<file path="src/cil_pkg.sv">
// Package: constants, types and register map of the core interrupt latch
package cil_pkg;

	// ----------------------------------------
	// Register offsets (byte addresses)
	// ----------------------------------------
	localparam logic [7:0] CIL_OFS_LATCH = 8'h00;
	localparam logic [7:0] CIL_OFS_MASK = 8'h04;
	localparam logic [7:0] CIL_OFS_MODE = 8'h08;

	// ----------------------------------------
	// Latch bit positions
	// ----------------------------------------
	localparam int CIL_BIT_SOFT_REQUEST_3 = 31;
	localparam int CIL_BIT_SOFT_REQUEST_0 = 28;
	localparam int CIL_BIT_DEBUG_LOW_PRIO = 27;
	localparam int CIL_BIT_FLOAT_INVALID = 26;
	localparam int CIL_BIT_FLOAT_UNDERFLOW = 25;
	localparam int CIL_BIT_FLOAT_OVERFLOW = 24;
	localparam int CIL_BIT_FIXED_OVERFLOW = 23;
	localparam int CIL_BIT_TIMER_LOW = 22;
	localparam int CIL_BIT_RING_WRAP_IDX15 = 21;
	localparam int CIL_BIT_RESTRICTED_SEQ = 20;
	localparam int CIL_BIT_SYSTEM_EVENT = 15;
	localparam int CIL_BIT_RECURSIVE_FILTER = 14;
	localparam int CIL_BIT_FIR_FILTER = 13;
	localparam int CIL_BIT_BREAKPOINT = 12;
	localparam int CIL_BIT_TIMER_HIGH = 11;
	localparam int CIL_BIT_BAD_ADDRESS = 8;
	localparam int CIL_BIT_STACK_OVERFLOW = 7;
	localparam int CIL_BIT_BAD_INPUT = 6;
	localparam int CIL_BIT_RING_WRAP_IDX7 = 5;
	localparam int CIL_BIT_BAD_OPCODE = 4;
	localparam int CIL_BIT_PARITY = 3;
	localparam int CIL_BIT_RESET = 1;
	localparam int CIL_BIT_DEBUG_TOP = 0;

	// ----------------------------------------
	// Bit groups and reset values
	// ----------------------------------------
	localparam logic CIL_HAS_ACCEL = 1'b1;
	localparam logic [31:0] CIL_ACCEL_BITS = 32'h0000_6000;
	localparam logic [31:0] CIL_WRITABLE_BITS = 32'hfff0_f9f8;
	localparam logic [31:0] CIL_NMI_BITS = 32'h0000_0003;
	localparam logic [31:0] CIL_LATCH_RST = 32'h0000_0002;
	localparam logic [31:0] CIL_MASK_RST = 32'h0000_0000;
	localparam logic [4:0] CIL_MODE_RST = 5'h00;

	// Mode register fields
	localparam int CIL_MODE_SELF_NEST = 0;
	localparam int CIL_MODE_INSTR_PAR = 1;
	localparam int CIL_MODE_DATA_PAR = 2;
	localparam int CIL_MODE_SYS_PAR = 3;
	localparam int CIL_MODE_GLOBAL_EN = 4;

	// ----------------------------------------
	// Types
	// ----------------------------------------
	typedef enum logic [1:0] {
		CIL_SP_NORMAL = 2'h0,
		CIL_SP_LONG = 2'h1,
		CIL_SP_SHORT = 2'h2,
		CIL_SP_BYTE = 2'h3
	} cil_space_type;

	typedef enum logic [1:0] {
		CIL_ST_IDLE = 2'b01,
		CIL_ST_WAIT = 2'b10
	} cil_state_type;

	typedef struct packed {
		logic [7:0] addr;
		logic [31:0] wdata;
		logic wr;
		logic rd;
	} cil_bus_type;

	typedef struct packed {
		logic debug_top;
		logic debug_break;
		logic debug_low;
		logic [1:0] flt_inv;
		logic [1:0] flt_unf;
		logic [1:0] flt_ovf;
		logic [1:0] fix_ovf;
		logic ring_wrap15;
		logic ring_wrap7;
		logic loop_tail_dly_branch;
		logic nest_e2_in_arith;
		logic nest_last_gap1;
		logic nest_l2_branch;
		logic sys_event;
		logic iir_done;
		logic fir_done;
		logic breakpoint;
		logic acc_valid;
		logic acc_narrow;
		cil_space_type acc_space;
		logic mod_valid;
		logic mod_sw;
		logic mod_nw;
		cil_space_type mod_space;
		logic [2:0] stack_full;
		logic io_reg_flag;
		logic unaligned_flag;
		logic bad_opcode;
		logic [2:0] par_err;
		logic [2:0] par_valid;
		logic [2:0] par_abort;
		logic soft_reset;
	} cil_evt_type;

endpackage

</file>
<file path="src/cil_sync2.sv">
// Two-flop synchroniser for a level from outside the clock domain
`timescale 1ns/100ps
module cil_sync2 (
	input wire logic clk_sys,
	input wire logic rstn,
	input wire logic d,
	output logic q
);
	logic meta_ff;
	logic q_ff;

	always_ff @(posedge clk_sys) begin
		if (!rstn) begin
			meta_ff <= 1'b0;
			q_ff <= 1'b0;
		end else begin
			meta_ff <= d;
			q_ff <= meta_ff;
		end
	end

	assign q = q_ff;
endmodule // cil_sync2

</file>
<file path="src/cil_prio_pick.sv">
// Fixed-priority picker: lowest set bit index wins
`timescale 1ns/100ps
module cil_prio_pick (
	input wire logic [31:0] pend,
	output logic any,
	output logic [4:0] idx
);
	always_comb begin
		any = 1'b0;
		idx = 5'h00;
		for (int i = 31; i >= 0; i--) begin
			if (pend[i]) begin
				any = 1'b1;
				idx = 5'(i);
			end
		end
	end
endmodule // cil_prio_pick

</file>
<file path="src/cil_latch_top.sv">
// Core interrupt latch with register port, masking and priority request
//
// The address map and the strobed register port were left to the implementer.
`timescale 1ns/100ps
module cil_latch_top
	import cil_pkg::*;
(
	input wire logic clk_sys,
	input wire logic rstn,
	input wire logic hardware_reset_pin,
	input wire cil_bus_type bus,
	output logic [31:0] rdata,
	input wire cil_evt_type evt,
	input wire logic [31:0] timer_count_value,
	input wire logic sys_event_in_service,
	input wire logic vec_ack,
	output logic irq_req,
	output logic [4:0] irq_idx,
	output logic [31:0] interrupt_latch
);

	// ----------------------------------------
	// Helpers
	// ----------------------------------------
	function automatic logic is_byte_space(input cil_space_type sp);
		return sp == CIL_SP_BYTE;
	endfunction

	function automatic logic [31:0] bit_at(input int pos, input logic val);
		logic [31:0] v;
		v = 32'h0000_0000;
		v[pos] = val;
		return v;
	endfunction

	localparam logic [31:0] IMPL_BITS = (CIL_WRITABLE_BITS | CIL_NMI_BITS)
		& ~(CIL_HAS_ACCEL ? 32'h0000_0000 : CIL_ACCEL_BITS);

	// ----------------------------------------
	// Storage
	// ----------------------------------------
	logic [31:0] latch_ff;
	logic [31:0] nxt_latch;
	logic [31:0] mask_ff;
	logic [4:0] mode_ff;
	logic [31:0] rdata_ff;
	logic irq_req_ff;
	logic [4:0] irq_idx_ff;
	cil_state_type state_ff;
	logic [31:0] timer_prev_ff;
	logic hw_reset_sync;
	logic hw_reset_prev_ff;
	logic [31:0] set_vec;
	logic [31:0] pend;
	logic pick_any;
	logic [4:0] pick_idx;
	logic timer_zero;
	logic seq_restricted;
	logic addr_bad;
	logic parity_hit;

	cil_sync2 u_rst_sync (
		.clk_sys(clk_sys),
		.rstn(rstn),
		.d(hardware_reset_pin),
		.q(hw_reset_sync)
	);

	// ----------------------------------------
	// Event conditions
	// ----------------------------------------
	assign timer_zero = (timer_prev_ff != 32'h0000_0000) && (timer_count_value == 32'h0000_0000);

	assign seq_restricted = evt.loop_tail_dly_branch
		| (evt.nest_e2_in_arith & (evt.nest_last_gap1 | evt.nest_l2_branch));

	assign addr_bad = (evt.acc_valid & evt.acc_narrow & !is_byte_space(evt.acc_space))
		| (evt.mod_valid & evt.mod_sw & !is_byte_space(evt.mod_space))
		| (evt.mod_valid & evt.mod_nw
		& (evt.mod_space == CIL_SP_LONG || evt.mod_space == CIL_SP_SHORT));

	// Checking enabled per access kind; only valid, non-aborted accesses count
	assign parity_hit = |(evt.par_err & evt.par_valid & ~evt.par_abort
		& {mode_ff[CIL_MODE_SYS_PAR], mode_ff[CIL_MODE_DATA_PAR],
		mode_ff[CIL_MODE_INSTR_PAR]});

	always_comb begin
		set_vec = 32'h0000_0000;
		set_vec |= bit_at(CIL_BIT_DEBUG_TOP, evt.debug_top | evt.debug_break);
		set_vec |= bit_at(CIL_BIT_RESET, (hw_reset_sync & !hw_reset_prev_ff)
			| evt.soft_reset);
		set_vec |= bit_at(CIL_BIT_DEBUG_LOW_PRIO, evt.debug_low);
		set_vec |= bit_at(CIL_BIT_FLOAT_INVALID, |evt.flt_inv);
		set_vec |= bit_at(CIL_BIT_FLOAT_UNDERFLOW, |evt.flt_unf);
		set_vec |= bit_at(CIL_BIT_FLOAT_OVERFLOW, |evt.flt_ovf);
		set_vec |= bit_at(CIL_BIT_FIXED_OVERFLOW, |evt.fix_ovf);
		set_vec |= bit_at(CIL_BIT_TIMER_LOW, timer_zero);
		set_vec |= bit_at(CIL_BIT_TIMER_HIGH, timer_zero);
		set_vec |= bit_at(CIL_BIT_RING_WRAP_IDX15, evt.ring_wrap15);
		set_vec |= bit_at(CIL_BIT_RING_WRAP_IDX7, evt.ring_wrap7);
		set_vec |= bit_at(CIL_BIT_RESTRICTED_SEQ, seq_restricted);
		set_vec |= bit_at(CIL_BIT_SYSTEM_EVENT, evt.sys_event
			& (!sys_event_in_service | mode_ff[CIL_MODE_SELF_NEST]));
		set_vec |= bit_at(CIL_BIT_RECURSIVE_FILTER, evt.iir_done & CIL_HAS_ACCEL);
		set_vec |= bit_at(CIL_BIT_FIR_FILTER, evt.fir_done & CIL_HAS_ACCEL);
		set_vec |= bit_at(CIL_BIT_BREAKPOINT, evt.breakpoint);
		set_vec |= bit_at(CIL_BIT_BAD_ADDRESS, addr_bad);
		set_vec |= bit_at(CIL_BIT_STACK_OVERFLOW, |evt.stack_full);
		set_vec |= bit_at(CIL_BIT_BAD_INPUT, evt.io_reg_flag | evt.unaligned_flag);
		set_vec |= bit_at(CIL_BIT_BAD_OPCODE, evt.bad_opcode);
		set_vec |= bit_at(CIL_BIT_PARITY, parity_hit);
	end

	always_ff @(posedge clk_sys) begin
		if (!rstn) begin
			timer_prev_ff <= 32'h0000_0000;
			hw_reset_prev_ff <= 1'b0;
		end else begin
			timer_prev_ff <= timer_count_value;
			hw_reset_prev_ff <= hw_reset_sync;
		end
	end

	// ----------------------------------------
	// Latch update
	// ----------------------------------------
	// Order: software write, then vector clear, then hardware sets win last
	always_comb begin
		nxt_latch = latch_ff;
		if (bus.wr && bus.addr == CIL_OFS_LATCH) begin
			nxt_latch = (latch_ff & ~CIL_WRITABLE_BITS)
				| (bus.wdata & CIL_WRITABLE_BITS);
		end
		if (state_ff == CIL_ST_WAIT && vec_ack) begin
			nxt_latch = nxt_latch & ~bit_at(int'(irq_idx_ff), 1'b1);
		end
		nxt_latch = (nxt_latch | set_vec) & IMPL_BITS;
	end

	always_ff @(posedge clk_sys) begin
		if (!rstn) begin
			latch_ff <= CIL_LATCH_RST;
		end else begin
			latch_ff <= nxt_latch;
		end
	end

	// ----------------------------------------
	// Mask and mode registers
	// ----------------------------------------
	always_ff @(posedge clk_sys) begin
		if (!rstn) begin
			mask_ff <= CIL_MASK_RST;
			mode_ff <= CIL_MODE_RST;
		end else begin
			if (bus.wr && bus.addr == CIL_OFS_MASK) begin
				mask_ff <= bus.wdata & CIL_WRITABLE_BITS;
			end
			if (bus.wr && bus.addr == CIL_OFS_MODE) begin
				mode_ff <= bus.wdata[4:0];
			end
		end
	end

	// ----------------------------------------
	// Read port
	// ----------------------------------------
	always_ff @(posedge clk_sys) begin
		if (!rstn) begin
			rdata_ff <= 32'h0000_0000;
		end else if (bus.rd) begin
			unique case (bus.addr)
				CIL_OFS_LATCH: rdata_ff <= latch_ff;
				CIL_OFS_MASK: rdata_ff <= mask_ff | CIL_NMI_BITS;
				CIL_OFS_MODE: rdata_ff <= {27'h0000000, mode_ff};
				default: rdata_ff <= 32'h0000_0000;
			endcase
		end else begin
			rdata_ff <= 32'h0000_0000;
		end
	end

	// ----------------------------------------
	// Priority request to the sequencer
	// ----------------------------------------
	// Non-maskable bits bypass both mask and global enable
	assign pend = latch_ff & ((mask_ff & {32{mode_ff[CIL_MODE_GLOBAL_EN]}})
		| CIL_NMI_BITS);

	cil_prio_pick u_pick (
		.pend(pend),
		.any(pick_any),
		.idx(pick_idx)
	);

	always_ff @(posedge clk_sys) begin
		if (!rstn) begin
			state_ff <= CIL_ST_IDLE;
			irq_req_ff <= 1'b0;
			irq_idx_ff <= 5'h00;
		end else begin
			unique case (state_ff)
				CIL_ST_IDLE: begin
					if (pick_any) begin
						state_ff <= CIL_ST_WAIT;
						irq_req_ff <= 1'b1;
						irq_idx_ff <= pick_idx;
					end
				end
				CIL_ST_WAIT: begin
					if (vec_ack) begin
						state_ff <= CIL_ST_IDLE;
						irq_req_ff <= 1'b0;
					end
				end
				default: begin
					state_ff <= CIL_ST_IDLE;
					irq_req_ff <= 1'b0;
				end
			endcase
		end
	end

	assign rdata = rdata_ff;
	assign irq_req = irq_req_ff;
	assign irq_idx = irq_idx_ff;
	assign interrupt_latch = latch_ff;
endmodule // cil_latch_top

</file>
<file path="config.mk">
export PLATFORM = sky130hd
export DESIGN_NAME = cil_latch_top
export DESIGN_NICKNAME = d
export VERILOG_FILES = /design/src/cil_pkg.sv /design/src/cil_sync2.sv /design/src/cil_prio_pick.sv /design/src/cil_latch_top.sv
export SDC_FILE = /design/constraint.sdc
export NUM_CORES = 1
export LEC_CHECK = 0
export BUFFER_PORTS_ARGS = -buffer_cell sky130_fd_sc_hd__clkbuf_2
export CAP_MARGIN = 0
export CORE_ASPECT_RATIO = 0.75
export CORE_MARGIN = 5
export CORE_UTILIZATION = 49
export CTS_CLUSTER_SIZE = 10
export DETAILED_ROUTE_END_ITERATION = 12
export PLACE_DENSITY = 0.8
export SKIP_CTS_REPAIR_TIMING = 1
export SLEW_MARGIN = 10
export SYNTH_ARGS = -nofsm -noshare
export SYNTH_HDL_FRONTEND = slang
export SYNTH_SLANG_ARGS = --single-unit
</file>
<file path="constraint.sdc">
create_clock -name clk_sys -period 2.06 [get_ports clk_sys]
set_input_delay 0.412 -clock clk_sys [delete_from_list [all_inputs] [get_ports clk_sys]]
set_output_delay 0.412 -clock clk_sys [all_outputs]
set_load 0.01 [all_outputs]
</file>
==> summary.md <==
| Metric | Value |
|---|---|
| Status | finished clean |
| Slowest cell on crit path | a2111oi_0 |
| Finished layout cell area | ~7000 um2 |
| Final min period | 1950 ps |
| DR iter-0 viols | 664 |
| HP Class | in2reg |
| Vias in the first global route | 5278 |
| Area after DPL | 6220 um2 |
| Diodes inserted | 0 |
| Area Growth Syn to Fin | 33.9% |
| Commonest non-fill, non-tap cell in the layout | clkbuf_2 |
| Crit end category | register |
| Clock share of power | about 50% |
| DP HPWL | 12100 um |
| Clock tree root buffer cell | clkbuf_16 |
| Share of cells above drive strength 1 | 31.1% |
| Max-cap viol count | 0 |
| CTS tree | done |
| Slew @ Worst Pin | 640 ps |
| Final Non-Filler Cells | 912 |
| Hold Vio Cnt, Final | 0 |
| CTS buffer count | 17 |
| Clock Path Buffers | 2 |
| Final Max Tran Viols | 0 |
| Clk_skew | 5.66 ps |
| Initial DRT Pass Iterations | 6 |
| Switch Pwr | 1.30 mW |
| Clock latency on the worst-skew pair | 410 ps |
| Nets | 891 |
| Ys flop type | dfxtp_1 |
| Worst EP required | 2400 ps |
| DRC errors left | 0 |
| Total GRT Usage | 26.0% |
| Hold WS | 196 ps |
| Critical Path Source Type | register |
| Sw frac | 22.3% |
| Die width | 128 um |
| Die H | between 90 and 100 um |
| Seq cells post-synth | 121 |
| CP top delay family | compound AO/OA/AOI/OAI gates |
| Worst EP arrival | ~2300 ps |
| Placed insts | 882 |
| Maximum clock rate | slightly above 500 MHz |
| Sequential fraction of the synthesis area | a little under half |
| Vias | between 5000 and 6000 |
| Num rows | 32 |
| Die ar. | 12600 um2 |
| First-pass GRT wire length | 26100 um |
| Mapped Area | just over 5000 um2 |
| Starting density of the core | 49.9% |
| P_int | approximately 4.5 mW |
| CTS H-tree depth | 4 |
| Post-route ant nets | 0 |
| Post-Route WL | roughly 17000 um |
| Number of I/O pins | 195 |
| DR vias/cell | 5.78 |
| Relative slew slack | 56.3% |
| Async set-reset flop share out of synthesis | 0% |
| WL per Instance | 18.4 um |
| Antenna violations before repair | 0 |
| Post-synth cell types | 53 |
| CP Cell Sequence | a22o_1, a2111oi_0, nor3_1, o21ai_0, nand3_1, a21oi_1 |
| P per Cell Area | ~860 nW/um2 |
| Slowest stage delay, CP | 620 ps |
| Combinational share of power | 7.3% |
| Cells after Synth | 574 |
| Most frequent cells in the layout | 175 x clkbuf_2, 121 x dfxtp_1, 58 x nor2_1, 56 x a21oi_1, 46 x nand2_1 |
| PortBufs | 175 |
| Setup Viol. Count Final | 0 |
| EDFF count, synth | 0 |
| Core area | just over 10000 um2 |
| P_leak | 2.83 nW |
| Max FO, Critical Path | 5 |
| Syn_area_per_cell | just under 9 um2 |
| Sink Count | 121 |
| Maximum vdd ir drop | 0.461 mV |
| Synth warnings | 0 |
| Flop pwr share | ~43% |
| Fill count | 804 |
| CP Class | reg2reg |
| GPL Wtd Cong | 0.879 |
| Post-route clock period utilization | roughly 95% |
| Pwr Total | around 6 mW |
| Sum of buffers and inverters on the critical path | 0 |
| Gr ovfl total | 0 |
| Clock transition at path regs | 50 ps |
| Largest net degree at the start of global routing | 34 |
==> path summary, 6_finish.rpt <==
check	endpoint	slack, ps	cells after the start	from
setup / recovery	irq_idx[2]	110	6	interrupt_latch[26]
hold / removal	interrupt_latch[1]	200	3	evt[0]
setup reg to reg	irq_idx[2]	110	6	interrupt_latch[26]
hold reg to reg	u_rst_sync.q	440	1	u_rst_sync.meta_ff
==> sequential cells by signal, indices dropped and copies added (netlist names) <==
signal              cells
state_ff                1
mode_ff                 5
irq_idx                 5
mask_ff                23
rdata                  26
irq_req                 1
interrupt_latch        25
hw_reset_prev_ff        1
u_rst_sync.q            1
u_rst_sync.meta_ff      1
timer_prev_ff          32
==> worst register-to-register path, cell delays in order (launching register included) <==
cell and delay [ps]:
dfxtp_1 340, a22o_1 310, a2111oi_0 620, nor3_1 110, o21ai_0 240, nand3_1 120
a21oi_1 130
==> stage by stage <==
stage,TNS [ps],util (%),setup WS (ps)
after global routing,-25.6,66.8,-25.6
after floorplan,0,-,133
final,0,66.8,111
after CTS,0,66.5,60.7
after global placement,0,60.9,6.01
after detailed placement,-432,60.9,-84.3
==> synth_stat cells, types with 2 or more instances <==
cell type	number	share of area (%)
buf_2	2	0.20
nor4_1	18	2.2
buf_6	2	0.44
a32oi_1	2	0.34
nand4b_1	4	0.69
a211oi_1	3	0.44
a32o_1	2	0.39
a22o_1	3	0.52
clkbuf_1	24	1.8
and3b_1	3	0.52
o21a_1	9	1.3
a311oi_1	2	0.34
inv_1	9	0.66
buf_1	4	0.29
o211ai_1	3	0.44
nor2b_1	2	0.25
dfxtp_1	121	48
nand3_1	34	3.3
and2_1	37	4.5
mux2i_1	26	5.1
o31a_1	6	1.0
buf_4	13	1.9
a22oi_1	30	4.4
nor3b_1	4	0.59
nand2_1	46	3.4
nor2_1	58	4.3
a221o_1	4	0.79
nand2b_1	4	0.49
a2111oi_0	2	0.34
a21oi_1	56	5.5
nor3_1	7	0.69
o21ai_0	9	0.88
nand4_1	5	0.61
==> layer usage <==
layer	global-route usage, %	up-vias	share of wire [%]
met4	9.62	0	2.5
met2	41.2	336	46
met3	9.24	50	12
met1	32.6	2451	40
li1	-	2435	-
met5	0	-	0
==> cell families (layout without fill, tap and decap cells) <==
family,count (synthesis),in the layout,share of synthesized area [%]
buf+inv,56,246,5.65
flops,121,121,47.5
fa+ha+maj,1,1,0.246
compound gates,144,144,19.3
other cells,1,13,0.0736
mux,26,26,5.11
simple gates,225,225,22.1
==> power by group through the flow <==
stage	Combinational, mW	Sequential (mW)	Clock [mW]
after floorplan	0.198	2.53	0
after global placement	0.401	2.53	0
after detailed placement	0.416	2.53	0
after CTS	0.421	2.48	2.94
after global routing	0.468	2.49	3.05
final	0.428	2.49	2.92
==> final cells by class <==
class / instances / area [um2] / share of cell area, %
clock buffers: 22 / 454 / 6.66
clock inverters: 8 / 123 / 1.80
inverters: 10 / 37.5 / 0.550
multi-input cells: 409 / 2470 / 36.2
flip-flops and latches: 121 / 2420 / 35.5
well taps: 136 / 170 / 2.49
repair buffers: 206 / 1150 / 16.8
Power figures use the tool's default switching activity.
